## src/sqwrc_pkg.sv

```systemverilog
// Purpose: Shared constants and types for the square-wave and user RAM clear block
// Assumes: APB register bus with 32-bit data, 12-bit byte address
// Notes: Offsets are byte addresses; user RAM bytes occupy one word each
package sqwrc_pkg;
	localparam int ADDR_W = 12;
	localparam int DATA_W = 32;
	localparam int RAM_BYTES = 114;
	localparam int RAM_AW = 7;
	localparam int DIV_STAGES = 15;
	localparam int CLR_W = 3;

	localparam logic [11:0] OFF_CTRL_A = 12'h000;
	localparam logic [11:0] OFF_CTRL_B = 12'h004;
	localparam logic [11:0] OFF_EXT_CTRL = 12'h008;
	localparam logic [11:0] OFF_STATUS = 12'h00C;
	localparam logic [11:0] OFF_RAM_BASE = 12'h200;
	localparam logic [6:0] RAM_LAST = 7'h71;

	// Control A: rate select [3:0], divider control [6:4]
	localparam int RS_LSB = 0;
	localparam int DV_LSB = 4;
	// Control B: square wave enable
	localparam int SQ_ENABLE_BIT = 3;
	// Extended control: forced 32 kHz [0], aux battery enable [1]
	localparam int FORCE_32K_BIT = 0;
	localparam int AUX_ENABLE_BIT = 1;
	// Status: power good [0], aux present [1], clear active [2], output driven [3]
	localparam int ST_PWR_BIT = 0;
	localparam int ST_AUX_BIT = 1;
	localparam int ST_CLR_BIT = 2;
	localparam int ST_DRV_BIT = 3;

	localparam logic [3:0] RS_RST = 4'h0;
	localparam logic [2:0] DV_RST = 3'h0;
	localparam logic [2:0] DV_CHAIN_RESET = 3'h6;
	localparam int DIV_CTRL_BIT1 = 1;
	localparam logic [7:0] RAM_CLEAR_VAL = 8'hFF;
	// Sync order {osc, vcc_ok, aux, clear_n}; clear_n rests high
	localparam logic [3:0] SYNC_RST = 4'h1;

	// Rate codes with fixed taps; codes 3..15 map to stage code-2
	localparam logic [3:0] RS_256HZ = 4'h1;
	localparam logic [3:0] RS_128HZ = 4'h2;
	localparam int TAP_256HZ = 6;
	localparam int TAP_128HZ = 7;
	localparam int TAP_OFFSET = 2;

	typedef struct packed {
		logic [2:0] divider_ctrl;
		logic [3:0] rate_sel;
	} sqwrc_ctrl_a_s;

	typedef struct packed {
		logic aux_battery_enable;
		logic force_32k_enable;
	} sqwrc_ext_s;

	typedef enum logic [1:0] {
		CLR_IDLE = 2'b00,
		CLR_SWEEP = 2'b01,
		CLR_HOLD = 2'b11
	} sqwrc_clr_e;
endpackage

```

## src/sqwrc_ram.sv

```systemverilog
// Purpose: User RAM array, one write port and one registered read port
// Assumes: Single clock, write and read may occur in the same cycle
// Notes: Read data reflect contents before a same-cycle write
`timescale 1ns/1ps
module sqwrc_ram (
	input wire logic clk,
	input wire logic we,
	input wire logic [sqwrc_pkg::RAM_AW-1:0] waddr,
	input wire logic [7:0] wdata,
	input wire logic re,
	input wire logic [sqwrc_pkg::RAM_AW-1:0] raddr,
	output logic [7:0] rdata
);
	logic [7:0] mem [0:sqwrc_pkg::RAM_BYTES-1];

	always_ff @(posedge clk) begin
		if (we) begin
			mem[waddr] <= wdata;
		end
	end

	always_ff @(posedge clk) begin
		if (re) begin
			rdata <= mem[raddr];
		end
	end
endmodule // sqwrc_ram

```

## src/sqwrc_top.sv

```systemverilog
// Purpose: Square-wave output selection and gating, user RAM clear, power-fail access lock
// Assumes: pclk 25 MHz; oscillator, supply and clear inputs are asynchronous pins
// Notes: Every APB access takes one wait state; square_wave_oe_n is low while driving
`timescale 1ns/1ps
module sqwrc_top (
	input wire logic pclk,
	input wire logic presetn,
	input wire logic psel,
	input wire logic penable,
	input wire logic pwrite,
	input wire logic [sqwrc_pkg::ADDR_W-1:0] paddr,
	input wire logic [sqwrc_pkg::DATA_W-1:0] pwdata,
	output logic [sqwrc_pkg::DATA_W-1:0] prdata,
	output logic pready,
	output logic pslverr,
	input wire logic osc_32k_in,
	input wire logic vcc_above_trip,
	input wire logic aux_battery_in,
	input wire logic user_ram_clear_n,
	output logic square_wave_out,
	output logic square_wave_oe_n
);
	// Input synchronisers
	logic [3:0] sync1_q;
	logic [3:0] sync2_q;
	logic osc_s;
	logic pwr_ok;
	logic aux_present;
	logic clear_n_s;

	always_ff @(posedge pclk or negedge presetn) begin
		if (!presetn) begin
			sync1_q <= sqwrc_pkg::SYNC_RST;
			sync2_q <= sqwrc_pkg::SYNC_RST;
		end else begin
			sync1_q <= {osc_32k_in, vcc_above_trip, aux_battery_in, user_ram_clear_n};
			sync2_q <= sync1_q;
		end
	end

	assign osc_s = sync2_q[3];
	assign pwr_ok = sync2_q[2];
	assign aux_present = sync2_q[1];
	assign clear_n_s = sync2_q[0];

	// Edge detectors on synchronised levels
	logic osc_prev_q;
	logic pwr_prev_q;
	logic osc_tick;
	logic pwr_rise;

	always_ff @(posedge pclk or negedge presetn) begin
		if (!presetn) begin
			osc_prev_q <= 1'b0;
			pwr_prev_q <= 1'b0;
		end else begin
			osc_prev_q <= osc_s;
			pwr_prev_q <= pwr_ok;
		end
	end

	assign osc_tick = osc_s & ~osc_prev_q;
	assign pwr_rise = pwr_ok & ~pwr_prev_q;

	// APB decode
	logic setup_ph;
	logic access_ph;
	logic wait_q;
	logic wr_commit;
	logic rd_capture;
	logic is_ram;
	logic [sqwrc_pkg::ADDR_W-1:0] ram_off;
	logic [sqwrc_pkg::RAM_AW-1:0] ram_idx;
	logic addr_hit;
	logic access_err;

	assign setup_ph = psel & ~penable;
	assign access_ph = psel & penable;
	assign ram_off = paddr - sqwrc_pkg::OFF_RAM_BASE;
	assign ram_idx = ram_off[sqwrc_pkg::RAM_AW+1:2];
	assign is_ram = (paddr >= sqwrc_pkg::OFF_RAM_BASE) && (paddr[1:0] == 2'b00)
		&& (ram_idx <= sqwrc_pkg::RAM_LAST)
		&& (ram_off[sqwrc_pkg::ADDR_W-1:sqwrc_pkg::RAM_AW+2] == '0);

	always_comb begin
		unique case (paddr)
			sqwrc_pkg::OFF_CTRL_A,
			sqwrc_pkg::OFF_CTRL_B,
			sqwrc_pkg::OFF_EXT_CTRL,
			sqwrc_pkg::OFF_STATUS: addr_hit = 1'b1;
			default: addr_hit = is_ram;
		endcase
	end

	// Locked out accesses still complete, so a host never hangs on a dead part
	assign access_err = ~addr_hit | ~pwr_ok;
	assign pready = access_ph & wait_q;
	assign wr_commit = pready & pwrite & ~access_err;
	assign rd_capture = access_ph & ~wait_q & ~pwrite;

	always_ff @(posedge pclk or negedge presetn) begin
		if (!presetn) begin
			wait_q <= 1'b0;
		end else if (access_ph && !wait_q) begin
			wait_q <= 1'b1;
		end else begin
			wait_q <= 1'b0;
		end
	end

	always_ff @(posedge pclk or negedge presetn) begin
		if (!presetn) begin
			pslverr <= 1'b0;
		end else if (access_ph && !wait_q) begin
			pslverr <= access_err;
		end else begin
			pslverr <= 1'b0;
		end
	end

	// Control registers
	sqwrc_pkg::sqwrc_ctrl_a_s ctrl_a_q;
	logic sq_enable_q;
	sqwrc_pkg::sqwrc_ext_s ext_q;

	always_ff @(posedge pclk or negedge presetn) begin
		if (!presetn) begin
			ctrl_a_q.rate_sel <= sqwrc_pkg::RS_RST;
		end else if (wr_commit && paddr == sqwrc_pkg::OFF_CTRL_A) begin
			ctrl_a_q.rate_sel <= pwdata[sqwrc_pkg::RS_LSB +: 4];
		end
	end

	// Power-up set wins over a same-cycle software write
	always_ff @(posedge pclk or negedge presetn) begin
		if (!presetn) begin
			ctrl_a_q.divider_ctrl <= sqwrc_pkg::DV_RST;
		end else begin
			if (wr_commit && paddr == sqwrc_pkg::OFF_CTRL_A) begin
				ctrl_a_q.divider_ctrl <= pwdata[sqwrc_pkg::DV_LSB +: 3];
			end
			if (pwr_rise) begin
				ctrl_a_q.divider_ctrl[sqwrc_pkg::DIV_CTRL_BIT1] <= 1'b1;
			end
		end
	end

	always_ff @(posedge pclk or negedge presetn) begin
		if (!presetn) begin
			sq_enable_q <= 1'b0;
		end else if (wr_commit && paddr == sqwrc_pkg::OFF_CTRL_B) begin
			sq_enable_q <= pwdata[sqwrc_pkg::SQ_ENABLE_BIT];
		end
	end

	// Aux enable is purely software owned; the host keeps it zero without an aux cell
	always_ff @(posedge pclk or negedge presetn) begin
		if (!presetn) begin
			ext_q.aux_battery_enable <= 1'b0;
		end else if (wr_commit && paddr == sqwrc_pkg::OFF_EXT_CTRL) begin
			ext_q.aux_battery_enable <= pwdata[sqwrc_pkg::AUX_ENABLE_BIT];
		end
	end

	always_ff @(posedge pclk or negedge presetn) begin
		if (!presetn) begin
			ext_q.force_32k_enable <= 1'b0;
		end else if (pwr_rise) begin
			ext_q.force_32k_enable <= 1'b1;
		end else if (wr_commit && paddr == sqwrc_pkg::OFF_EXT_CTRL) begin
			ext_q.force_32k_enable <= pwdata[sqwrc_pkg::FORCE_32K_BIT];
		end
	end

	// Divider chain, advanced once per oscillator rising edge
	logic [sqwrc_pkg::DIV_STAGES-1:0] div_q;
	logic chain_reset;

	assign chain_reset = (ctrl_a_q.divider_ctrl[2:1] == sqwrc_pkg::DV_CHAIN_RESET[2:1]);

	always_ff @(posedge pclk or negedge presetn) begin
		if (!presetn) begin
			div_q <= '0;
		end else if (chain_reset) begin
			div_q <= '0;
		end else if (osc_tick) begin
			div_q <= div_q + 15'h0001;
		end
	end

	// Tap select: rate 0 gives no tap, 1 and 2 the slow prescaler taps, 3..15 stage rate-2
	logic tap_wave;
	logic tap_valid;

	always_comb begin
		tap_wave = 1'b0;
		tap_valid = 1'b1;
		unique case (ctrl_a_q.rate_sel)
			4'h0: tap_valid = 1'b0;
			sqwrc_pkg::RS_256HZ: tap_wave = div_q[sqwrc_pkg::TAP_256HZ];
			sqwrc_pkg::RS_128HZ: tap_wave = div_q[sqwrc_pkg::TAP_128HZ];
			default: tap_wave = div_q[4'(ctrl_a_q.rate_sel - sqwrc_pkg::TAP_OFFSET)];
		endcase
	end

	// Output selection and drive
	logic out_enabled;
	logic aux_keepalive;
	logic wave_d;
	logic oe_n_d;

	assign out_enabled = sq_enable_q | ext_q.force_32k_enable;
	assign aux_keepalive = ext_q.force_32k_enable & ext_q.aux_battery_enable
		& aux_present;

	always_comb begin
		wave_d = 1'b0;
		oe_n_d = 1'b1;
		if (pwr_ok) begin
			oe_n_d = 1'b0;
			if (ext_q.force_32k_enable) begin
				wave_d = osc_s;
			end else if (out_enabled) begin
				wave_d = tap_wave & tap_valid;
			end else begin
				wave_d = 1'b0;
			end
		end else if (aux_keepalive) begin
			oe_n_d = 1'b0;
			wave_d = osc_s;
		end else begin
			oe_n_d = 1'b1;
		end
	end

	always_ff @(posedge pclk or negedge presetn) begin
		if (!presetn) begin
			square_wave_out <= 1'b0;
			square_wave_oe_n <= 1'b1;
		end else begin
			square_wave_out <= wave_d;
			square_wave_oe_n <= oe_n_d;
		end
	end

	// RAM clear sequencer; deliberately not gated by supply state
	sqwrc_pkg::sqwrc_clr_e clr_state_q;
	logic [sqwrc_pkg::RAM_AW-1:0] clr_addr_q;
	logic clr_busy;

	always_ff @(posedge pclk or negedge presetn) begin
		if (!presetn) begin
			clr_state_q <= sqwrc_pkg::CLR_IDLE;
		end else begin
			unique case (clr_state_q)
				sqwrc_pkg::CLR_IDLE: begin
					if (!clear_n_s) begin
						clr_state_q <= sqwrc_pkg::CLR_SWEEP;
					end
				end
				sqwrc_pkg::CLR_SWEEP: begin
					if (clr_addr_q == sqwrc_pkg::RAM_LAST) begin
						clr_state_q <= sqwrc_pkg::CLR_HOLD;
					end
				end
				sqwrc_pkg::CLR_HOLD: begin
					if (clear_n_s) begin
						clr_state_q <= sqwrc_pkg::CLR_IDLE;
					end
				end
				default: clr_state_q <= sqwrc_pkg::CLR_IDLE;
			endcase
		end
	end

	always_ff @(posedge pclk or negedge presetn) begin
		if (!presetn) begin
			clr_addr_q <= '0;
		end else if (clr_state_q == sqwrc_pkg::CLR_SWEEP) begin
			clr_addr_q <= clr_addr_q + 7'h01;
		end else begin
			clr_addr_q <= '0;
		end
	end

	// Host writes are blocked while the switch is held so the bytes stay cleared
	assign clr_busy = (clr_state_q != sqwrc_pkg::CLR_IDLE) | ~clear_n_s;

	logic ram_we;
	logic [sqwrc_pkg::RAM_AW-1:0] ram_waddr;
	logic [7:0] ram_wdata;
	logic [7:0] ram_rdata;

	always_comb begin
		ram_we = 1'b0;
		ram_waddr = ram_idx;
		ram_wdata = pwdata[7:0];
		if (clr_state_q == sqwrc_pkg::CLR_SWEEP) begin
			ram_we = 1'b1;
			ram_waddr = clr_addr_q;
			ram_wdata = sqwrc_pkg::RAM_CLEAR_VAL;
		end else if (wr_commit && is_ram && !clr_busy) begin
			ram_we = 1'b1;
		end
	end

	sqwrc_ram u_ram (
		.clk(pclk),
		.we(ram_we),
		.waddr(ram_waddr),
		.wdata(ram_wdata),
		.re(setup_ph & is_ram),
		.raddr(ram_idx),
		.rdata(ram_rdata)
	);

	// Read data, captured in the first access cycle
	logic [sqwrc_pkg::DATA_W-1:0] rd_mux;

	always_comb begin
		rd_mux = '0;
		if (!access_err) begin
			if (is_ram) begin
				rd_mux[7:0] = ram_rdata;
			end else begin
				unique case (paddr)
					sqwrc_pkg::OFF_CTRL_A: begin
						rd_mux[sqwrc_pkg::RS_LSB +: 4] = ctrl_a_q.rate_sel;
						rd_mux[sqwrc_pkg::DV_LSB +: 3] = ctrl_a_q.divider_ctrl;
					end
					sqwrc_pkg::OFF_CTRL_B: rd_mux[sqwrc_pkg::SQ_ENABLE_BIT] = sq_enable_q;
					sqwrc_pkg::OFF_EXT_CTRL: begin
						rd_mux[sqwrc_pkg::FORCE_32K_BIT] = ext_q.force_32k_enable;
						rd_mux[sqwrc_pkg::AUX_ENABLE_BIT] = ext_q.aux_battery_enable;
					end
					sqwrc_pkg::OFF_STATUS: begin
						rd_mux[sqwrc_pkg::ST_PWR_BIT] = pwr_ok;
						rd_mux[sqwrc_pkg::ST_AUX_BIT] = aux_present;
						rd_mux[sqwrc_pkg::ST_CLR_BIT] = clr_busy;
						rd_mux[sqwrc_pkg::ST_DRV_BIT] = ~square_wave_oe_n;
					end
					default: rd_mux = '0;
				endcase
			end
		end
	end

	always_ff @(posedge pclk or negedge presetn) begin
		if (!presetn) begin
			prdata <= '0;
		end else if (rd_capture) begin
			prdata <= rd_mux;
		end
	end
endmodule // sqwrc_top

```

## config.mk

```make
export PLATFORM = sky130hd
export DESIGN_NAME = sqwrc_top
export DESIGN_NICKNAME = d
export VERILOG_FILES = /design/src/sqwrc_pkg.sv /design/src/sqwrc_ram.sv /design/src/sqwrc_top.sv
export SDC_FILE = /design/constraint.sdc
export NUM_CORES = 1
export LEC_CHECK = 0
export BUFFER_PORTS_ARGS = -buffer_cell sky130_fd_sc_hd__buf_4
export CORE_UTILIZATION = 60
export DETAILED_ROUTE_END_ITERATION = 12
export GPL_TIMING_DRIVEN = 0
export PLACE_DENSITY = 0.77
export RECOVER_POWER = 100
export SLEW_MARGIN = 20
export SYNTH_ARGS = -nofsm -noshare
export SYNTH_HDL_FRONTEND = slang
export SYNTH_SLANG_ARGS = --single-unit
```

## constraint.sdc

```tcl
create_clock -name pclk -period 4.8 [get_ports pclk]
set_clock_uncertainty 0.15 [all_clocks]
set_input_delay 0.24 -clock pclk [delete_from_list [all_inputs] [get_ports pclk]]
set_output_delay 0.24 -clock pclk [all_outputs]
set_load 0.05 [all_outputs]
```

==> After elaboration in Yosys (flattened, before gate mapping) <==
Memory sizes are Yosys's and may differ from the RTL's. A register that Yosys moved wholly into a read port is not among the register bits.
Cells that the tools add are included.
{ "totals": {"ff_bits": 80, "ramBits": 912, "inputBits": 53, "output_inout_bits": 36, "n_memories": 1} }
{ "mem_list": {"columns": ["name", "words", "width", "rd", "rd_clocked_by_memory_dff", "write_ports", "line", "source"], "rows": [
  ["u_ram.mem", 114, 8, 1, 1, 1, "sqwrc_ram.sv:14", "logic [7:0] mem [0:sqwrc_pkg::RAM_BYTES-1];"]
]} }
{ "op_classes": {"add_sub_neg": 4, "order_cmp": 3, "n_eq_ne": 12, "mux": 36, "bitwise_logic": 26, "reduce_logical": 22} }
{ "op_table": {"columns": ["op", "count"], "rows": [
  ["two-way mux 15 bit", 2],
  ["equality test 12 x 4 -> 1 bit, second input constant", 2],
  ["two-way mux 8 bit", 3],
  ["two-way mux 1 bit", 18],
  ["adder 15 x 1 -> 15 bit, second input constant", 1],
  ["two-way mux 7 bit", 2],
  ["bitwise AND 1 bit", 13],
  ["equality test 12 x 3 -> 1 bit, second input constant", 1],
  ["greater-or-equal comparator 12 x 10 -> 1 bit, second input constant", 1],
  ["logical NOT 12 bit", 1],
  ["case mux 2 bit (3 select lines)", 2],
  ["subtractor 12 x 10 -> 12 bit, second input constant", 1],
  ["NOT 1 bit", 10],
  ["logical AND 1 bit", 9],
  ["two-way mux 2 bit", 4],
  ["nonzero test 2 bit", 4],
  ["adder 7 x 1 -> 7 bit, second input constant", 1],
  ["equality test 7 bit, second input constant", 1],
  ["<= comparator 7 bit, second input constant", 1],
  ["!= test 2 bit, second input constant", 3],
  ["case mux 1 bit (3 select lines)", 2],
  ["less-than comparator 4 x 5 -> 1 bit, second input constant", 1],
  ["binary-select mux 1 bit (select 4 bit)", 1],
  ["equality test 2 bit, second input constant", 2],
  ["other kinds (13)", 17]
]} }

==> Depth between registers and ports, before layout <==
{ "logic_depth": {"word_depth": 15, "depth_mapped": 10, "ltp_nobuf": 7} }

==> Modules after synthesis <==
Synthesis repeated with hierarchy kept, for this count alone.
{ "unflattened": {"hier_cells": 2091, "hier_area_um2": 39062.5} }
{ "by_module_without_submodules": {"columns": ["module", "n_inst", "cells_each", "area_per_inst_um2"], "rows": [
  ["sqwrc_ram", 1, 1787, 35992.0],
  ["sqwrc_top", 1, 304, 3070.4]
]} }

==> Worst setup path after synthesis <==
OpenSTA, ideal clock, no wires.
{ "synth_path": {"kind": "reg-to-reg", "startpoint": "reg clr_state_q[1]", "endpoint": "mem u_ram.mem[0][4] (data pin)", "setup_time_ns": 0.514, "arrival_ns": 2.553, "setup_slack_ns": 1.584, "path_stages_with_launch": 6, "synth_period_minus_slack_ns": 3.216, "path_cell_list": "dfrtp_1 -> buf_2 -> nand2b_1 -> clkbuf_1 -> buf_1 -> nand2b_1"} }
{ "synth_via": {"elab_chain_cells": 2} }
{ "synth_lines": {"columns": ["item", "line", "source"], "rows": [
  ["from (decl)", "sqwrc_top.sv:247", "sqwrc_pkg::sqwrc_clr_e clr_state_q;"],
  ["from (signal assigned)", "sqwrc_top.sv:253", "clr_state_q <= sqwrc_pkg::CLR_IDLE;"],
  ["from (signal assigned)", "sqwrc_top.sv:258", "clr_state_q <= sqwrc_pkg::CLR_SWEEP;"],
  ["from (signal assigned)", "sqwrc_top.sv:263", "clr_state_q <= sqwrc_pkg::CLR_HOLD;"],
  ["equality test 2 x 1 -> 1 bit", "sqwrc_top.sv:298", "if (clr_state_q == sqwrc_pkg::CLR_SWEEP) begin"],
  ["two-way mux 8 bit", "sqwrc_top.sv:298", null],
  ["net ram_wdata[4]", "sqwrc_top.sv:291", "logic [7:0] ram_wdata;"],
  ["to (decl)", "sqwrc_ram.sv:14", null]
]} }
The timed path passes the listed nets, and every way through them passes these cells.

==> Final worst setup path <==
{ "layout_path": {"startpoint": "in paddr[3] (netlist name)", "endpoint": "reg u_ram.rdata[3], read port of u_ram.mem (data pin)"} }
{ "layout_via": {"elab_chain_cells": 5, "elab_cells_between_ends": 8, "cone_classes": "add/sub (1); order compare (2); bitwise (1); reduce/logical (4)"} }
{ "layout_lines": {"columns": ["item", "line", "source"], "rows": [
  ["from (decl)", "sqwrc_top.sv:11", "input wire logic [sqwrc_pkg::ADDR_W-1:0] paddr,"],
  ["subtractor 12 x 10 -> 12 bit / greater-or-equal comparator 12 x 10 -> 1 bit (equally long branches)", "sqwrc_top.sv:79, sqwrc_top.sv:81", null],
  ["<= comparator 7 bit / logical AND 1 bit (equally long branches)", "sqwrc_top.sv:82, sqwrc_top.sv:81", null],
  ["logical AND 1 bit", "sqwrc_top.sv:82", "&& (ram_idx <= sqwrc_pkg::RAM_LAST)"],
  ["logical AND 1 bit", "sqwrc_top.sv:83", "&& (ram_off[sqwrc_pkg::ADDR_W-1:sqwrc_pkg::RAM_AW+2] == '0);"],
  ["bitwise AND 1 bit", "sqwrc_top.sv:312", ".re(setup_ph & is_ram),"],
  ["to (decl)", "sqwrc_ram.sv:12", "output logic [7:0] rdata"]
]} }
Parallel ways exist; a longest one is shown, timed or not.
A chain may end at the register's enable or synchronous reset.

==> results.json <==
{
  "start_util_pct": 60.7,
  "nets": 2368,
  "critical_path_class": "in -> reg",
  "max_freq_ghz": 0.226,
  "cts_tree": "built",
  "via_per_inst": 7.08,
  "core-area_um2": 64500,
  "status": "finished, violations left",
  "pre_cts_slack_ns": 0.141,
  "dr.pass1.iters": 6,
  "synth_commonest_cells": "edfxtp_1, nor2_1, mux4_2",
  "path_max_fanout": 10,
  "maxCapViolCount": 7,
  "synthCells": 2130,
  "power_density_nw_per_um2": 407,
  "required_ns": 4.99,
  "drcViolationCount": 0,
  "leakagePower_nw": 13.0,
  "cts_max_path_buffers": 3,
  "reg2regPathDepth": 8,
  "grtUsageMet2_pct": 55.3,
  "setup-tns-final_ns": 0,
  "min_to": "u_ram.rdata[2]",
  "synth_seq_area_share_pct": 74.2,
  "irDropWorstVdd_uv": 358,
  "hold_start": "psel",
  "cts_root_buf": "clkbuf_16",
  "slowest_stage": "clkbuf_1",
  "ioPinCount": 89,
  "die_h_um": 257,
  "timing.final.crit_share_pct": 92.3,
  "use_met3_pct": 10.6,
  "async_flop_share_pct": 5.74,
  "setup_viol": 0,
  "violations": "max-capacitance violations, max-slew violations",
  "cts.sinks": 976,
  "ys_types": 69,
  "syn_area_um2": 39100,
  "synth_most_common_cell": "edfxtp_1",
  "worst-slew-pin-transition_ns": 3.03,
  "hp-class": "in -> reg",
  "whs_path_depth": 2,
  "rsz0062_at_grt": "no",
  "globalRouteMet1Util_pct": 49.5,
  "area_growth_syn_to_layout_pct": 12.7,
  "worstPathArrival_ns": 4.61,
  "clk_pin_slew_ns": 0.06,
  "synth_seq_cells": 976,
  "hpwl_mm": 78.1,
  "crit_path_end_kind": "flop",
  "synth_top_area_cell": "edfxtp_1",
  "ff2ff_setup_slack_ns": 0.48,
  "final.min_clock_period_ns": 4.43,
  "drtIter0Drc": 4274,
  "vias": 23000,
  "synth_edf_count": 920,
  "row_count": 93,
  "die_area_um2": 66200,
  "finalHoldViolCount": 0,
  "drv_slew": 323,
  "wl_per_cell_um": 37.6,
  "drive_gt1_share_pct": 20.0,
  "netlist.area_leader.share_pct": 70.6,
  "postSynthAreaPerCell_um2": 18.4,
  "yosys_most_used_dff": "edfxtp_1",
  "synth.area.top_cells": "edfxtp_1, mux4_2, mux2i_1",
  "timing.final.ws_setup_ns": 0.372,
  "grt.total_usage_pct": 37.1,
  "dpl.cell_count": 3053,
  "busiest_layer": "met2",
  "cts_buffers": 96,
  "grt_pass1_vias": 22300,
  "critPathMaxStageDelay_ns": 1.06,
  "final_cells": 3253,
  "wirelength_mm": 122,
  "place_congestion": 1.08,
  "ys_warn_count": 0,
  "r2r-end": "u_ram.mem[79][4]",
  "grt_max_degree": 77,
  "antenna_found_initial": 3,
  "nFillCells": 4020,
  "r2r_start": "wait_q",
  "port_buffers": 37,
  "path_cells": "clkbuf_1 > buf_6 > buf_8 > buf_6 > clkbuf_1 > mux2i_1 > a22oi_1 > nand3_1 > o21ai_0 > nor4_1 > a211oi_1",
  "grt_overflow": 0,
  "die_w_um": 257,
  "htree_levels": 3,
  "start_kind": "input port",
  "detail-route-antenna-nets": 0,
  "grt_pass1_wl_mm": 168,
  "clock_latency_ns": 0.69,
  "relSlewSlack_pct": -102
}
[per-layer routing]
layer	vias up	wire [µm]
li1	8863	-
met1	11700	41800
met2	2020	54800
met3	443	17300
met4	2	8360
met5	-	13
[critical path, delay by kind of cell]
family,cells,cell delay (ns)
and+or+nand+nor,2,1.16
AOI/OAI and AO/OA,3,0.44
muxes,1,0.31
buffers and inverters,5,2.43
[sequential cells by signal, summed over array words and instances, names as in the netlist, 2 cells and up]
register	count
clr_addr_q	7
sync2_q	4
u_ram.mem	912
u_ram.rdata	8
div_q	15
ctrl_a_q	7
sync1_q	4
clr_state_q	2
prdata	8
ext_q	2
[final cells by class]
cell class / instances / area (µm²) / area share, %
Antenna cell: 4 / 10.0 / 0.0227
Buffer: 139 / 918 / 2.08
Clock buffer: 112 / 2460 / 5.59
Clock inverter: 70 / 798 / 1.81
Inverter: 12 / 45.0 / 0.102
Multi-Input combinational cell: 1026 / 9220 / 20.9
Sequential cell: 976 / 29000 / 65.9
Tap cell: 855 / 1070 / 2.43
Timing Repair Buffer: 59 / 537 / 1.22
[how the worst max path moves through the flow]
stage                         startpoint                to  slack, ns  cells after the start
after CTS                       paddr[4]  u_ram.mem[76][7]       0.85                      8
after floorplan           clr_state_q[1]   u_ram.mem[0][4]       1.58                      5
after detailed placement        paddr[4]  u_ram.mem[76][6]       0.14                      8
after global placement    clr_state_q[1]  u_ram.mem[56][5]      -0.44                      5
final                           paddr[3]    u_ram.rdata[3]       0.37                     11
after global routing      clr_state_q[1]  u_ram.mem[24][6]       0.47                      9
[what timing repair did]
item | 4_1_cts | 5_1_grt
hold buffers | 14 | 0
gates resized for setup | 0 | 0
buffers inserted | 0 | 0
endpoints found under the hold margin | 72 | 0
setup endpoints to repair | 0 | 0
[power by group]
| group | switching, W | total [W] | internal, W |
|---|---|---|---|
| registers | 0.0000320 | 0.00924 | 0.00920 |
| logic | 0.000612 | 0.000895 | 0.000284 |
| clock network | 0.00331 | 0.00783 | 0.00451 |
[cell families (layout without fill, tap and decap cells)]
logic type	after synthesis	after routing	synth area share, %
buffers and inverters	151	392	2.49
xor gates and xnor gates	18	18	0.403
muxes	335	335	14.1
DFF	976	976	74.2
AOI/OAI and AO/OA	226	226	3.84
other	1	28	0.00958
adders and majority gates	5	5	0.160
and+or+nand+nor	418	418	4.79
[stage by stage]
step                      util, %  hold slack (ns)  power, W  instance area [µm²]
after detailed placement     63.4            0.177    0.0103                40900
final                        68.4           0.0756    0.0180                44100
after global placement       62.9            0.164    0.0102                40600
after CTS                    68.6           0.0247    0.0179                44300
after global routing         68.4           0.0541    0.0182                44100
after floorplan                 -           -0.206   0.00990                39200
[placed cells by master (no fill, tap or decap), types with 10 or more instances in the layout]
cell	instances
mux4_2	171
nor3_1	16
o21ai_0	39
dlygate4sd3_1	14
a31oi_1	17
xor2_1	13
o211ai_1	13
buf_2	28
dfrtp_1	53
clkinv_2	20
o22ai_1	13
clkbuf_1	64
buf_4	69
nor2_1	174
a21oi_1	39
mux2_2	26
nand4_1	10
and3_1	10
nand2b_1	14
clkinv_1	27
nand2_1	110
conb_1	24
mux2i_1	137
a22oi_1	47
buf_6	21
bufinv_16	15
edfxtp_1	920
nand3_1	36
clkbuf_16	96
Note: power is estimated with default switching activity, not from simulation.
